## src/rtl/iev_pkg.sv

```systemverilog
// Purpose: Shared constants and types for the upper interrupt event block
// Assumes: 32-bit register words, byte addresses on an 8-bit address bus
// Notes: Bits 21..0 of the event word belong to another block and read as zero here

package iev_pkg;

    // Register map (byte addresses)
    localparam logic [7:0] SET_VIEW_OFS = 8'h80;
    localparam logic [7:0] CLR_VIEW_OFS = 8'h84;

    // Event bit positions
    localparam int B_EEPROM = 30;
    localparam int B_SOFT = 29;
    localparam int B_LATE = 27;
    localparam int B_PHYREG = 26;
    localparam int B_LONG = 25;
    localparam int B_FATAL = 24;
    localparam int B_MISM = 23;
    localparam int B_MISS = 22;

    // Bits this block implements; reserved 31 and 28 and all bits below 22 stay zero
    localparam logic [31:0] EV_IMPL_MASK = 32'h6FC0_0000;
    localparam logic [31:0] EV_RESET = 32'h0000_0000;
    localparam logic [31:0] RDATA_RESET = 32'h0000_0000;

    // Cycle timer field widths
    localparam int SEC_W = 7;
    localparam int CNT_W = 13;

    // Overlong cycle limit
    localparam int CLK_NS = 40;
    localparam int LONG_CYCLE_NS = 125000;
    localparam int LONG_CYCLES = (LONG_CYCLE_NS + CLK_NS - 1) / CLK_NS;
    localparam int LONG_CNT_W = 12;

    typedef enum logic [1:0] {
        CL_IDLE = 2'b00,
        CL_WAIT_GAP = 2'b01,
        CL_WAIT_PKT = 2'b10,
        CL_DONE = 2'b11
    } iev_cl_state_t;

    typedef struct packed {
        logic [7:0] addr;
        logic [31:0] wdata;
        logic wr;
        logic rd;
    } iev_bus_req_t;

    typedef struct packed {
        logic [SEC_W-1:0] seconds;
        logic [CNT_W-1:0] count;
    } iev_cycle_time_t;

    typedef struct packed {
        logic [31:0] ev;
        logic [31:0] rdata;
        logic [LONG_CNT_W-1:0] long_cnt;
        logic long_run;
        logic tick_lsb;
        logic role_clr;
        iev_cl_state_t cl;
    } iev_top_st_t;

    typedef struct packed {
        logic [31:0] prev;
    } iev_edge_st_t;

endpackage

```

## src/rtl/iev_top.sv

```systemverilog
// Purpose: Set/clear interrupt event register, bits 31 down to 22
// Assumes: All event sources and the mask word come from logic on core_clk
// Notes: The mask register lives elsewhere; its value arrives as a port
//
// The address-and-strobe port is this design's own decision.

`timescale 1ns/100ps
`default_nettype none

// How it works
// - Bits set on rising source edge, stay set
// - Set view write sets one bits
// - Only clear view one bits clear
// - Set view read returns raw events
// - Clear view read returns events AND mask
// - Bits 31, 28 reserved, read zero
// - Bit 30 on EEPROM load done
// - Bit 29 changes only by software
// - Bit 27 needs late ack enable
// - Bit 27 conditions: FIFO, response busy, tardy
// - Bit 26 on PHY register byte arrival
// - Bit 25 when cycle exceeds 125 us
// - Overlong cycle clears cycle source role
// - Bit 24 on fatal subunit halt
// - Bit 24 blocks faulting context events
// - Bit 23 on cycle start time mismatch
// - Bit 22 when cycle start missing
// - Bit 22 may be predicted early
// - Tick when local cycle count LSB toggles
module iev_top
#(
    parameter int LONG_CYCLES = iev_pkg::LONG_CYCLES
)
(
    // Clock and reset
    input wire logic core_clk,
    input wire logic rst,
    input wire logic clk_en,
    // Register port
    input wire iev_pkg::iev_bus_req_t reg_req,
    output logic [31:0] reg_rdata,
    // Mask word from the mask register
    input wire logic [31:0] interrupt_mask_reg,
    // Event sources
    input wire logic eeprom_load_done,
    input wire logic late_ack_event_enable,
    input wire logic rx_fifo_pending,
    input wire logic phy_resp_busy,
    input wire logic ack_tardy_sent,
    input wire logic phy_reg_byte_rcvd,
    input wire logic subunit_halted,
    // Cycle timing
    input wire logic cycle_source_role,
    input wire logic cycle_start_tx_begin,
    input wire logic cycle_start_seen,
    input wire logic cycle_start_rx,
    input wire iev_pkg::iev_cycle_time_t rx_cycle_time,
    input wire iev_pkg::iev_cycle_time_t local_cycle_time,
    input wire logic subaction_gap_end,
    input wire logic arb_reset_gap,
    input wire logic packet_start,
    // Results
    output logic [31:0] interrupt_event_reg,
    output logic cycle_source_clear,
    output logic fatal_event_block
);

    iev_pkg::iev_top_st_t s_q;
    iev_pkg::iev_top_st_t s_d;

    logic [31:0] hw_level;
    logic [31:0] hw_rise;
    logic [31:0] sw_set;
    logic [31:0] sw_clr;
    logic cycle_tick;
    logic long_fire;
    logic miss_fire;
    logic mism_fire;
    logic set_hit;
    logic clr_hit;

    function automatic logic [31:0] impl_bits(input logic [31:0] v);
        impl_bits = v & iev_pkg::EV_IMPL_MASK;
    endfunction

    iev_edge u_edge
    (
        .core_clk(core_clk),
        .rst(rst),
        .clk_en(clk_en),
        .level_in(hw_level),
        .rise_out(hw_rise)
    );

    assign set_hit = reg_req.addr == iev_pkg::SET_VIEW_OFS;
    assign clr_hit = reg_req.addr == iev_pkg::CLR_VIEW_OFS;

    localparam logic [iev_pkg::LONG_CNT_W-1:0] LONG_CNT_MAX =
        iev_pkg::LONG_CNT_W'(LONG_CYCLES);

    // Event detection stays apart from the next-state logic: the edge detector sits
    // between the two, and one process on both sides would close a false loop
    always_comb
    begin
        cycle_tick = local_cycle_time.count[0] != s_q.tick_lsb;
        mism_fire = cycle_start_rx && (rx_cycle_time != local_cycle_time);
        // Same priority as the timer below: role loss, gap end and a restart all win
        long_fire = cycle_source_role && !subaction_gap_end && !cycle_start_tx_begin
            && s_q.long_run && (s_q.long_cnt == LONG_CNT_MAX);
        miss_fire = 1'b0;
        if (!cycle_start_seen)
        begin
            if (s_q.cl == iev_pkg::CL_WAIT_GAP)
            begin
                miss_fire = cycle_tick || arb_reset_gap;
            end
            else if (s_q.cl == iev_pkg::CL_WAIT_PKT)
            begin
                miss_fire = cycle_tick || arb_reset_gap || packet_start;
            end
        end

        // Hardware sources as levels; each rise becomes one set pulse
        hw_level = '0;
        hw_level[iev_pkg::B_EEPROM] = eeprom_load_done;
        hw_level[iev_pkg::B_LATE] = late_ack_event_enable
            && (rx_fifo_pending || phy_resp_busy || ack_tardy_sent);
        hw_level[iev_pkg::B_PHYREG] = phy_reg_byte_rcvd;
        hw_level[iev_pkg::B_LONG] = long_fire;
        hw_level[iev_pkg::B_FATAL] = subunit_halted;
        hw_level[iev_pkg::B_MISM] = mism_fire;
        hw_level[iev_pkg::B_MISS] = miss_fire;
        // Bit 29 has no hardware source and stays zero here
    end

    always_comb
    begin
        s_d = s_q;
        s_d.role_clr = 1'b0;
        s_d.rdata = iev_pkg::RDATA_RESET;
        s_d.tick_lsb = local_cycle_time.count[0];

        // Overlong cycle timer, armed only while this node sources cycles
        if (!cycle_source_role || subaction_gap_end)
        begin
            s_d.long_run = 1'b0;
        end
        else if (cycle_start_tx_begin)
        begin
            s_d.long_run = 1'b1;
            s_d.long_cnt = '0;
        end
        else if (s_q.long_run)
        begin
            if (long_fire)
            begin
                s_d.long_run = 1'b0;
                s_d.role_clr = 1'b1;
            end
            else
            begin
                s_d.long_cnt = s_q.long_cnt + 1'b1;
            end
        end

        // Missing cycle watch; reports once per cycle, predicted or late
        case (s_q.cl)
            iev_pkg::CL_IDLE:
            begin
                if (cycle_tick)
                begin
                    s_d.cl = iev_pkg::CL_WAIT_GAP;
                end
            end
            iev_pkg::CL_WAIT_GAP:
            begin
                if (cycle_start_seen)
                begin
                    s_d.cl = iev_pkg::CL_DONE;
                end
                else if (miss_fire)
                begin
                    s_d.cl = cycle_tick ? iev_pkg::CL_WAIT_GAP : iev_pkg::CL_DONE;
                end
                else if (subaction_gap_end)
                begin
                    s_d.cl = iev_pkg::CL_WAIT_PKT;
                end
            end
            iev_pkg::CL_WAIT_PKT:
            begin
                if (cycle_start_seen)
                begin
                    s_d.cl = iev_pkg::CL_DONE;
                end
                else if (miss_fire)
                begin
                    s_d.cl = cycle_tick ? iev_pkg::CL_WAIT_GAP : iev_pkg::CL_DONE;
                end
            end
            iev_pkg::CL_DONE:
            begin
                if (cycle_tick)
                begin
                    s_d.cl = iev_pkg::CL_WAIT_GAP;
                end
            end
            default:
            begin
                s_d.cl = iev_pkg::CL_IDLE;
            end
        endcase

        sw_set = (reg_req.wr && set_hit) ? reg_req.wdata : '0;
        sw_clr = (reg_req.wr && clr_hit) ? reg_req.wdata : '0;

        // Clear first, then set, so a coinciding event survives the clear
        s_d.ev = impl_bits((s_q.ev & ~sw_clr) | hw_rise | sw_set);

        if (reg_req.rd && set_hit)
        begin
            s_d.rdata = impl_bits(s_q.ev);
        end
        else if (reg_req.rd && clr_hit)
        begin
            s_d.rdata = impl_bits(s_q.ev & interrupt_mask_reg);
        end
    end

    always_ff @(posedge core_clk)
    begin
        if (rst)
        begin
            s_q.ev <= iev_pkg::EV_RESET;
            s_q.rdata <= iev_pkg::RDATA_RESET;
            s_q.long_cnt <= '0;
            s_q.long_run <= 1'b0;
            s_q.tick_lsb <= 1'b0;
            s_q.role_clr <= 1'b0;
            s_q.cl <= iev_pkg::CL_IDLE;
        end
        else if (clk_en)
        begin
            s_q <= s_d;
        end
    end

    assign reg_rdata = s_q.rdata;
    assign interrupt_event_reg = s_q.ev;
    assign cycle_source_clear = s_q.role_clr;
    // Context logic must hold back its normal events while this is high
    assign fatal_event_block = s_q.ev[iev_pkg::B_FATAL];

    // Checks

    set_wins_a: assert property (
        @(posedge core_clk) disable iff (rst)
        clk_en && reg_req.wr && clr_hit && (hw_rise != 32'h0000_0000)
        |=> (s_q.ev & $past(hw_rise)) == $past(hw_rise))
        else $error("event lost against a clear");

    rdata_idle_a: assert property (
        @(posedge core_clk) disable iff (rst)
        clk_en && !reg_req.rd
        |=> reg_rdata == 32'h0000_0000)
        else $error("read data outside its slot");

    freeze_hold_a: assert property (
        @(posedge core_clk) disable iff (rst)
        !clk_en
        |=> interrupt_event_reg == $past(interrupt_event_reg) && reg_rdata == $past(reg_rdata))
        else $error("state moved while clock enable low");

    reserved_zero_a: assert property (
        @(posedge core_clk) disable iff (rst)
        s_q.ev[31] == 1'b0 && s_q.ev[28] == 1'b0
            && reg_rdata[31] == 1'b0 && reg_rdata[28] == 1'b0)
        else $error("reserved bit nonzero");

    raw_read_a: assert property (
        @(posedge core_clk) disable iff (rst)
        clk_en && reg_req.rd && set_hit |=> reg_rdata == $past(s_q.ev))
        else $error("set view read not raw");

    masked_read_a: assert property (
        @(posedge core_clk) disable iff (rst)
        clk_en && reg_req.rd && clr_hit
        |=> reg_rdata == ($past(s_q.ev) & $past(interrupt_mask_reg)))
        else $error("clear view read not masked");

    sticky_bits_a: assert property (
        @(posedge core_clk) disable iff (rst)
        !(clk_en && reg_req.wr && clr_hit)
        |=> (s_q.ev & $past(s_q.ev)) == $past(s_q.ev))
        else $error("event bit dropped without clear");

    clear_works_a: assert property (
        @(posedge core_clk) disable iff (rst)
        clk_en && reg_req.wr && clr_hit && reg_req.wdata[iev_pkg::B_SOFT]
            && !(reg_req.wr && set_hit)
        |=> !s_q.ev[iev_pkg::B_SOFT])
        else $error("clear write left soft bit set");

    sw_set_a: assert property (
        @(posedge core_clk) disable iff (rst)
        clk_en && reg_req.wr && set_hit
        |=> (s_q.ev & impl_bits($past(reg_req.wdata))) == impl_bits($past(reg_req.wdata)))
        else $error("set write did not set");

    soft_only_a: assert property (
        @(posedge core_clk) disable iff (rst)
        $rose(s_q.ev[iev_pkg::B_SOFT])
        |-> $past(clk_en && reg_req.wr && set_hit && reg_req.wdata[iev_pkg::B_SOFT]))
        else $error("soft bit set by hardware");

    late_ack_a: assert property (
        @(posedge core_clk) disable iff (rst)
        $rose(s_q.ev[iev_pkg::B_LATE])
        |-> $past(late_ack_event_enable) || $past(reg_req.wr && set_hit))
        else $error("late ack event without enable");

    long_cycle_a: assert property (
        @(posedge core_clk) disable iff (rst)
        clk_en && long_fire
        |=> s_q.ev[iev_pkg::B_LONG] && cycle_source_clear ##1 !cycle_source_clear)
        else $error("overlong cycle not reported");

    mismatch_a: assert property (
        @(posedge core_clk) disable iff (rst)
        clk_en && cycle_start_rx && rx_cycle_time != local_cycle_time
        |=> s_q.ev[iev_pkg::B_MISM])
        else $error("cycle mismatch not reported");

    lost_cycle_a: assert property (
        @(posedge core_clk) disable iff (rst)
        clk_en && s_q.cl == iev_pkg::CL_WAIT_GAP && !cycle_start_seen
            && local_cycle_time.count[0] != s_q.tick_lsb
        |=> s_q.ev[iev_pkg::B_MISS])
        else $error("lost cycle not reported");

endmodule

`default_nettype wire

```

## src/rtl/iev_edge.sv

```systemverilog
// Purpose: Rising edge detector for the hardware event sources
// Assumes: Sources come from logic on core_clk, so no synchroniser is needed
// Notes: A source held high raises one pulse only

`timescale 1ns/100ps
`default_nettype none

module iev_edge
(
    // Clock and reset
    input wire logic core_clk,
    input wire logic rst,
    input wire logic clk_en,
    // Levels in, pulses out
    input wire logic [31:0] level_in,
    output logic [31:0] rise_out
);

    iev_pkg::iev_edge_st_t s_q;
    iev_pkg::iev_edge_st_t s_d;

    always_comb
    begin
        s_d.prev = level_in;
        rise_out = level_in & ~s_q.prev;
    end

    always_ff @(posedge core_clk)
    begin
        if (rst)
        begin
            s_q.prev <= 32'h0000_0000;
        end
        else if (clk_en)
        begin
            s_q <= s_d;
        end
    end

endmodule

`default_nettype wire

```

## config.mk

```make
export PLATFORM = sky130hd
export DESIGN_NAME = iev_top
export DESIGN_NICKNAME = d
export VERILOG_FILES = /design/src/rtl/iev_pkg.sv /design/src/rtl/iev_top.sv /design/src/rtl/iev_edge.sv
export SDC_FILE = /design/constraint.sdc
export NUM_CORES = 1
export LEC_CHECK = 0
export BUFFER_PORTS_ARGS = -buffer_cell sky130_fd_sc_hd__buf_4
export CORE_ASPECT_RATIO = 1.75
export CORE_UTILIZATION = 35
export DETAILED_ROUTE_END_ITERATION = 12
export HOLD_SLACK_MARGIN = 0.03
export PLACE_DENSITY_LB_ADDON = 0.25
export SETUP_SLACK_MARGIN = 0.1
export SYNTH_ARGS = -nofsm -noshare
export SYNTH_HDL_FRONTEND = slang
export SYNTH_SLANG_ARGS = --single-unit
```

## constraint.sdc

```tcl
create_clock -name core_clk -period 5.1 [get_ports core_clk]
set_clock_uncertainty 0.2 [all_clocks]
set_input_delay 0.255 -clock core_clk [delete_from_list [all_inputs] [get_ports core_clk]]
set_output_delay 0.255 -clock core_clk [all_outputs]
set_load 0.03 [all_outputs]
```

==> results of run 1 <==
## power groups by stage
stage          clock network (mW)  registers (mW)  logic (mW)
3_5_place_dp                    0           0.334       0.175
6_report                    0.351           0.327       0.176
4_1_cts                     0.364           0.327       0.177
2_1_floorplan                   0           0.334       0.137
3_3_place_gp                    0           0.334       0.173
5_1_grt                     0.372           0.328       0.192
## final timing paths
path,start,end,cells after the start
setup / recovery,s_q[6],s_q[16],7
hold / removal,eeprom_load_done,u_edge.s_q[30],3
setup reg to reg,s_q[6],s_q[16],7
hold reg to reg,cycle_source_clear,cycle_source_clear,2
## cells in the mapped netlist, types with 2 or more instances
library cell | n | area [µm²]
inv_1 | 11 | 41.29
and4_1 | 2 | 17.52
a21oi_1 | 17 | 85.08
or4b_1 | 3 | 30.03
o41ai_1 | 2 | 17.52
xor2_1 | 27 | 236.5
nand2_1 | 14 | 52.55
o2bb2ai_1 | 2 | 17.52
a21o_1 | 2 | 15.01
buf_2 | 3 | 15.01
mux2i_1 | 6 | 60.06
xnor2_1 | 2 | 17.52
a311oi_1 | 2 | 17.52
nor4bb_1 | 2 | 20.02
nand2b_1 | 8 | 50.05
nor2b_1 | 7 | 43.79
nor4_1 | 11 | 68.82
and3_1 | 3 | 18.77
clkbuf_1 | 7 | 26.28
nand3_1 | 8 | 40.04
a32oi_1 | 9 | 78.83
or2_2 | 2 | 12.51
ha_1 | 4 | 50.05
dfxtp_1 | 40 | 800.8
or4_1 | 2 | 15.01
nand4_1 | 5 | 31.28
o21ai_0 | 14 | 70.07
o31ai_1 | 3 | 22.52
buf_4 | 65 | 488.0
nor2_1 | 29 | 108.9
## worst register-to-register path: cells and delay by family, from the launching register on
kind,cells,cell delay (ns)
AO/OA/AOI/OAI,1,0.15
flip-flops,1,0.36
buffers and inverters,1,0.06
AND/OR/NAND/NOR,4,1.23
adder cells (fa/ha/maj),1,0.16
## area by class of cell
type	instances	area, µm²
sequential	40	800.8
clock buffer	6	128.9
tap	88	110.1
multi-input combinational	248	1499
timing repair buffer	102	770.7
inverter	12	45.04
fill	770	4125
clock inverter	2	35.03
## cells by family (layout without fill, tap and decap cells)
family / after synthesis / count (layout) / share of synthesized area (%)
simple gates: 104 / 104 / 21.34
fa+ha+maj: 4 / 4 / 1.855
buf+inv: 87 / 122 / 21.29
xor+xnor: 29 / 29 / 9.416
mux: 7 / 7 / 2.644
flops: 40 / 40 / 29.68
other cells: 1 / 48 / 0.1390
compound gates: 56 / 56 / 13.64
## stage by stage
step / hold WS [ns] / power (mW) / utilization [%]
3_3_place_gp: 0.2493 / 0.5069 / 42.66
4_1_cts: 0.06333 / 0.8678 / 45.10
2_1_floorplan: 0.2022 / 0.4708 / -
6_report: 0.05868 / 0.8540 / 45.10
5_1_grt: 0.06275 / 0.8932 / 45.10
3_5_place_dp: 0.2599 / 0.5093 / 42.66
## placed cells by master, fill, tap and decap left out, types with 3 or more instances in the layout
master / Yosys / final
a21oi_1: 17 / 17
a32oi_1: 9 / 9
and3_1: 3 / 3
buf_4: 65 / 100
clkbuf_16: 0 / 5
conb_1: 1 / 48
dfxtp_1: 40 / 40
ha_1: 4 / 4
inv_1: 11 / 11
mux2i_1: 6 / 6
nand2_1: 14 / 14
nand2b_1: 8 / 8
nand3_1: 8 / 8
nand4_1: 5 / 5
nor2_1: 29 / 29
nor2b_1: 7 / 7
nor4_1: 11 / 11
o21ai_0: 14 / 14
o31ai_1: 3 / 3
or4b_1: 3 / 3
xor2_1: 27 / 27
## repair_timing
item | in CTS | in global routing
hold endpoints to repair | 2 | 0
hold buffers | 2 | 0
buffers inserted | 0 | 0
resized for setup | 0 | 0
## routing by layer
layer	track usage (%)	vias up	wire length (µm)
li1	-	1189	-
met1	16.82	1078	2390
met2	29.60	107	3308
met3	3.668	6	495
met4	6.771	0	100
met5	0	-	0
==> flow_metrics.py, run 1 <==
metrics = {
    "status": {
        "status": "finished, final reports clean",
    },
    "placement": {
        "place_area_um2": 3206,
        "routabilityCongestion": 0.8439,
        "pre_cts_slack_ns": 2.873,
        "dpl.cell_count": 488,
        "io_buffers": 100,
        "dp_hpwl_mm": 4.851,
    },
    "synthesis": {
        "ys.flop_type": "dfxtp_1",
        "async_flop_share_pct": 0,
        "synth_area_um2": 2698,
        "synth.avg_cell_area_um2": 8.224,
        "synth_seq_cells": 40,
        "ys_types": 46,
        "synth_cells": 328,
        "ys_warn_count": 0,
        "synth_seq_area_share_pct": 29.68,
        "synth_edf_count": 0,
    },
    "layout": {
        "finalNetCount": 544,
        "syn2layout_area_growth_pct": 25.65,
        "fin_cells": 498,
        "drive_gt1_share_pct": 28.29,
        "final_cell_area_um2": 3390,
        "antenna_cells": 0,
        "largest_reg_flops": 16,
    },
    "clocking": {
        "clock_path_buffers": 2,
        "path_clk_slew_ns": 0.06,
        "cts.sinks": 40,
        "insertion_delay_ns": 0.28,
        "h-tree-depth": 2,
        "cts.root.buffer_cell": "clkbuf_16",
        "cts_buffers": 5,
        "cts_tree": "yes",
    },
    "floorplan": {
        "die_y_um": 118.1,
        "die_w_um": 68.37,
        "start_util_pct": 35.90,
        "dieArea_um2": 8076,
        "num_rows": 42,
        "io_pins": 197,
        "core-area_um2": 7515,
    },
    "timing": {
        "tightest_slew_ns": 0.5682,
        "max_slew_margin_pct": 61.89,
        "slew_viol_final": 0,
        "min_period_over_period_pct": 43.88,
        "setup_ws_ns": 2.862,
        "fmax_mhz": 446.9,
        "rsz0062_at_grt": "false",
        "hold_viol": 0,
        "fin_crit_ns": 2.238,
        "setup_tns_ns": 0,
        "setup_viol": 0,
    },
    "power_and_ir_drop": {
        "switching_share_pct": 27.21,
        "p_seq_share_pct": 38.3,
        "intPower_mw": 0.6216,
        "pwr-share-comb_pct": 20.6,
        "irDropWorstVdd_v": 0.0001293,
        "switchingPower_mw": 0.2324,
        "leakagePower_nw": 1.547,
        "pwr-share-clk_pct": 41.1,
        "cellPowerDensity_nw_per_um2": 251.9,
    },
    "global_route": {
        "grt_util_all_layers_pct": 16.29,
        "grt_first_pass_wirelength_mm": 9.936,
        "grt_max_degree": 32,
        "grt_pass1_vias": 2239,
        "antenna_found_initial": 0,
        "overflow": 0,
    },
    "critical_path": {
        "rrSetupSlack_ns": 2.86,
        "required_ns": 5.11,
        "setup.worst_path.end_class": "flip-flop",
        "crit_family": "simple AND/OR/NAND/NOR gates",
        "cp_slowest_cell": "or4_1",
        "arrival_ns": 2.25,
        "cp-start-kind": "flip-flop",
        "critPathMaxStageDelay_ns": 0.53,
        "path_class": "flip-flop to flip-flop",
        "path_cells": "inv_1 -> ha_1 -> nor4bb_1 -> nand4_1 -> nand2_2 -> or4_1 -> a21oi_1",
        "critPathMaxFanout": 12,
        "path_buf_inv": 1,
    },
    "route": {
        "drtIter0Drc": 69,
        "dr.pass1.iters": 4,
        "drc_errors": 0,
        "drtAntennaViolNets": 0,
        "detail_route.wl_per_cell_um": 12.64,
        "vias_per_cell": 4.779,
        "wl_mm": 6.295,
        "vias": 2380,
    },
    "run": {
        "maxCapViolCount": 0,
    },
    "hold_path": {
        "min_path_type": "input pin to flip-flop",
    },
}
(Power assumes the default switching activity.)
==> run 2: changes to the inputs <==
Clock period 5.1 ns to 1.93 ns, I/O delays scaled along.
==> flow_metrics.py, run 2 (synthesized netlist as in run 1, its figures left out) <==
metrics = {
    "status": {
        "status": "finished, final reports clean",
    },
    "floorplan": {
        "num_rows": 42,
        "io_pins": 197,
        "core-area_um2": 7515,
        "start_util_pct": 35.90,
        "die_y_um": 118.1,
        "dieArea_um2": 8076,
        "die_w_um": 68.37,
    },
    "route": {
        "wl_mm": 6.751,
        "vias_per_cell": 4.686,
        "vias": 2521,
        "detail_route.wl_per_cell_um": 12.55,
        "drc_errors": 0,
        "dr.pass1.iters": 6,
        "drtAntennaViolNets": 0,
        "drtIter0Drc": 82,
    },
    "critical_path": {
        "arrival_ns": 1.84,
        "required_ns": 1.93,
        "critPathMaxFanout": 5,
        "critPathMaxStageDelay_ns": 0.50,
        "crit_family": "simple AND/OR/NAND/NOR gates",
        "path_cells": "inv_2 -> ha_4 -> nor4bb_4 -> nand4_1 -> nand2_2 -> or4b_1 -> a21oi_1",
        "path_class": "flip-flop to flip-flop",
        "cp_slowest_cell": "or4b_1",
        "setup.worst_path.end_class": "flip-flop",
        "path_buf_inv": 1,
        "cp-start-kind": "flip-flop",
    },
    "timing": {
        "rsz0062_at_grt": "true",
        "min_period_over_period_pct": 95.25,
        "fin_crit_ns": 1.838,
        "hold_viol": 0,
        "slew_viol_final": 0,
        "setup_viol": 0,
        "holdWs_ns": 0.01213,
        "fmax_mhz": 544.0,
    },
    "hold_path": {
        "min_path_type": "input pin to flip-flop",
    },
    "global_route": {
        "grt_max_degree": 32,
        "antenna_found_initial": 0,
        "overflow": 0,
        "grt_pass1_vias": 2424,
        "grt_first_pass_wirelength_mm": 10.44,
        "grt_util_all_layers_pct": 17.01,
    },
    "layout": {
        "most-common-layout-cells": "buf_4, conb_1, dfxtp_1",
        "largest_reg_flops": 16,
        "nFillCells": 751,
        "drive_gt1_share_pct": 32.00,
        "antenna_cells": 0,
        "syn2layout_area_growth_pct": 42.58,
        "finalNetCount": 584,
        "layout_commonest_cell": "buf_4",
    },
    "power_and_ir_drop": {
        "finalPower_mw": 2.322,
        "irDropWorstVdd_v": 0.0002879,
        "cellPowerDensity_nw_per_um2": 603.8,
        "leakagePower_nw": 1.743,
    },
    "placement": {
        "dp_hpwl_mm": 4.985,
        "routabilityCongestion": 0.8336,
        "io_buffers": 100,
    },
    "clocking": {
        "h-tree-depth": 2,
        "cts.root.buffer_cell": "clkbuf_16",
        "insertion_delay_ns": 0.28,
        "path_clk_slew_ns": 0.06,
        "cts_buffers": 5,
        "cts_tree": "yes",
        "cts.sinks": 40,
        "clock_path_buffers": 2,
    },
    "run": {
        "maxCapViolCount": 0,
    },
}
[run 2: changes by cell type in the layout (fill, tap and decap cells not counted), sizes merged]
cell / change
buf: +14
dlygate4sd3: +26
[run 2: routing by layer]
metal / routed length (µm) / vias up / track usage (%)
met1: 2638 / 1141 / 17.41
met4: 96 / 0 / 6.250
met2: 3594 / 111 / 31.62
met5: 0 / - / 0
met3: 422 / 6 / 3.571
li1: - / 1263 / -
[run 2: repair_timing]
action	in CTS	in global routing
cloned	0	1
setup endpoints to repair	10	19
gates resized for setup	4	19
setup buffers	2	0
pin swaps	6	8
hold endpoints to repair	29	1
hold buffers	27	1
[run 2: worst register-to-register path: stages (launching register included)]
cell,delay [ns]
dfxtp_2,0.33
inv_2,0.04
ha_4,0.14
nor4bb_4,0.14
nand4_1,0.17
nand2_2,0.11
or4b_1,0.50
a21oi_1,0.13
[run 2: power breakdown]
| part | leakage (nW) | switching, mW | total (mW) | internal, mW |
|---|---|---|---|---|
| registers | 0.326 | 0.0172 | 0.865 | 0.848 |
| logic | 1.34 | 0.296 | 0.532 | 0.236 |
| clock network | 0.0808 | 0.317 | 0.925 | 0.608 |
| total | 1.74 | 0.631 | 2.32 | 1.69 |
[run 2: path summary, 6_finish.rpt]
path         slack, ns  depth (start not counted)             end            from
max               0.09                          7          s_q[6]          s_q[6]
min               0.01                          2   reg_rdata[27]             rst
max reg2reg       0.09                          7          s_q[6]          s_q[6]
min reg2reg       0.27                          2  u_edge.s_q[25]  u_edge.s_q[25]
[run 2: layout make-up]
class	count	area, µm²	area share (%)
Multi-Input combinational cell	248	1587	41.25
Sequential cell	40	803.3	20.88
Clock buffer	6	128.9	3.351
Clock inverter	2	35.03	0.9109
Inverter	12	45.04	1.171
Tap cell	88	110.1	2.863
Timing Repair Buffer	142	1137	29.57
[run 2: per-stage QoR]
step | setup TNS (ns) | instance area (µm²) | utilization, % | setup slack (ns) | instances
after floorplan | 0 | 2874 | - | 0.1097 | 375
after global placement | 0 | 3288 | 43.76 | 0.02465 | 499
after detailed placement | -0.008764 | 3288 | 43.76 | -0.004635 | 499
after CTS | 0 | 3757 | 50.00 | 0.07349 | 536
after global routing | -0.003699 | 3846 | 51.18 | -0.003699 | 538
final | 0 | 3846 | 51.18 | 0.09164 | 538
==> run 3: changes to the inputs <==
Settings changed: CORE_UTILIZATION 35 to 37.
==> flow_metrics.py, run 3 (synthesized netlist as in run 1, its figures left out) <==
metrics = {
    "status": {
        "status": "finished, final reports clean",
    },
    "critical_path": {
        "required_ns": 1.93,
        "path_class": "flip-flop to flip-flop",
        "critPathMaxFanout": 5,
        "setup.worst_path.end_class": "flip-flop",
        "cp-start-kind": "flip-flop",
        "arrival_ns": 1.86,
    },
    "timing": {
        "holdWs_ns": 0.04308,
        "min_period_over_period_pct": 96.35,
        "fin_crit_ns": 1.859,
        "hold_viol": 0,
        "setup_viol": 0,
        "setup_ws_ns": 0.07054,
        "slew_viol_final": 0,
        "rsz0062_at_grt": "true",
        "fmax_mhz": 537.8,
    },
    "placement": {
        "dpl.cell_count": 495,
        "io_buffers": 100,
        "pre_cts_slack_ns": -0.008207,
        "dp_hpwl_mm": 5.089,
        "routabilityCongestion": 0.8750,
    },
    "route": {
        "dr.pass1.iters": 4,
        "wl_mm": 7.126,
        "drtAntennaViolNets": 0,
        "drtIter0Drc": 122,
        "vias_per_cell": 4.806,
        "detail_route.wl_per_cell_um": 13.27,
        "vias": 2581,
        "drc_errors": 0,
    },
    "global_route": {
        "antenna_found_initial": 0,
        "grt_first_pass_wirelength_mm": 11.06,
        "grt_util_all_layers_pct": 18.76,
        "grt_max_degree": 32,
        "overflow": 0,
        "grt_pass1_vias": 2481,
    },
    "clocking": {
        "cts.root.buffer_cell": "clkbuf_16",
        "cts.sinks": 40,
        "clock_path_buffers": 2,
        "path_clk_slew_ns": 0.06,
        "h-tree-depth": 2,
        "cts_buffers": 5,
        "cts_tree": "yes",
        "insertion_delay_ns": 0.28,
    },
    "floorplan": {
        "die_w_um": 66.55,
        "io_pins": 197,
        "dieArea_um2": 7650,
        "die_y_um": 115.0,
        "start_util_pct": 38.78,
        "core-area_um2": 6957,
        "num_rows": 40,
    },
    "power_and_ir_drop": {
        "cellPowerDensity_nw_per_um2": 598.1,
        "leakagePower_nw": 1.768,
        "irDropWorstVdd_v": 0.0002890,
        "finalPower_mw": 2.332,
    },
    "hold_path": {
        "min_path_type": "input pin to flip-flop",
    },
    "layout": {
        "largest_reg_flops": 16,
        "most-common-layout-cells": "buf_4, conb_1, dfxtp_1",
        "finalNetCount": 587,
        "layout_commonest_cell": "buf_4",
        "post-route-util_pct": 56.06,
        "drive_gt1_share_pct": 33.33,
        "fin_cells": 537,
        "syn2layout_area_growth_pct": 44.57,
        "antenna_cells": 0,
    },
    "run": {
        "maxCapViolCount": 0,
    },
}
==> run 3: through the flow <==
step           area, µm²   TNS, ns
5_1_grt             3900  -0.01445
3_3_place_gp        3283  -0.01866
2_1_floorplan       2874         0
3_5_place_dp        3283  -0.01372
6_report            3900         0
4_1_cts             3765         0
==> run 3: timing repair <==
action | CTS | global route
hold endpoints to repair | 29 | 0
resized for setup | 3 | 26
buffers inserted | 0 | 2
hold buffers | 31 | 0
pin swaps | 5 | 10
setup endpoints to repair | 6 | 20
cloned | 0 | 1
==> run 3: worst paths after layout <==
kind,to,slack (ns),from,cells after the start
worst max-delay path,s_q[6],0.07,s_q[6],7
worst min register to register,cycle_source_clear,0.26,cycle_source_clear,2
worst min-delay path,s_q[0],0.04,arb_reset_gap,3
worst max register to register,s_q[6],0.07,s_q[6],7
==> run 3: cell type report <==
cell class	count	area (µm²)
fill	637	3057
multi-input combinational	248	1602
timing repair buffer	145	1177
clock inverter	2	35.03
inverter	12	45.04
clock buffer	6	128.9
tap	84	105.1
sequential	40	807.0
==> run 3: critical path, cell delays in order, from the launching register on <==
cell and delay, ns:
dfxtp_2 0.33, inv_2 0.04, ha_4 0.15, nor4bb_4 0.14, nand4_1 0.17, nand2_2 0.12, or4b_1 0.51, a21oi_1 0.13
==> run 3: report_power, final <==
group / switching [mW] / total, mW / leakage, nW / internal, mW
Clock: 0.321 / 0.929 / 0.0808 / 0.608
Combinational: 0.302 / 0.538 / 1.36 / 0.236
Sequential: 0.0174 / 0.866 / 0.327 / 0.848
Total: 0.640 / 2.33 / 1.77 / 1.69
==> run 3: layer usage <==
metal | wire (µm) | vias to the layer above | global-route usage [%]
met5 | 0 | - | 0
met1 | 2822 | 1184 | 20.82
met4 | 111 | 0 | 6.950
met3 | 432 | 11 | 3.671
met2 | 3759 | 112 | 34.14
li1 | - | 1274 | -
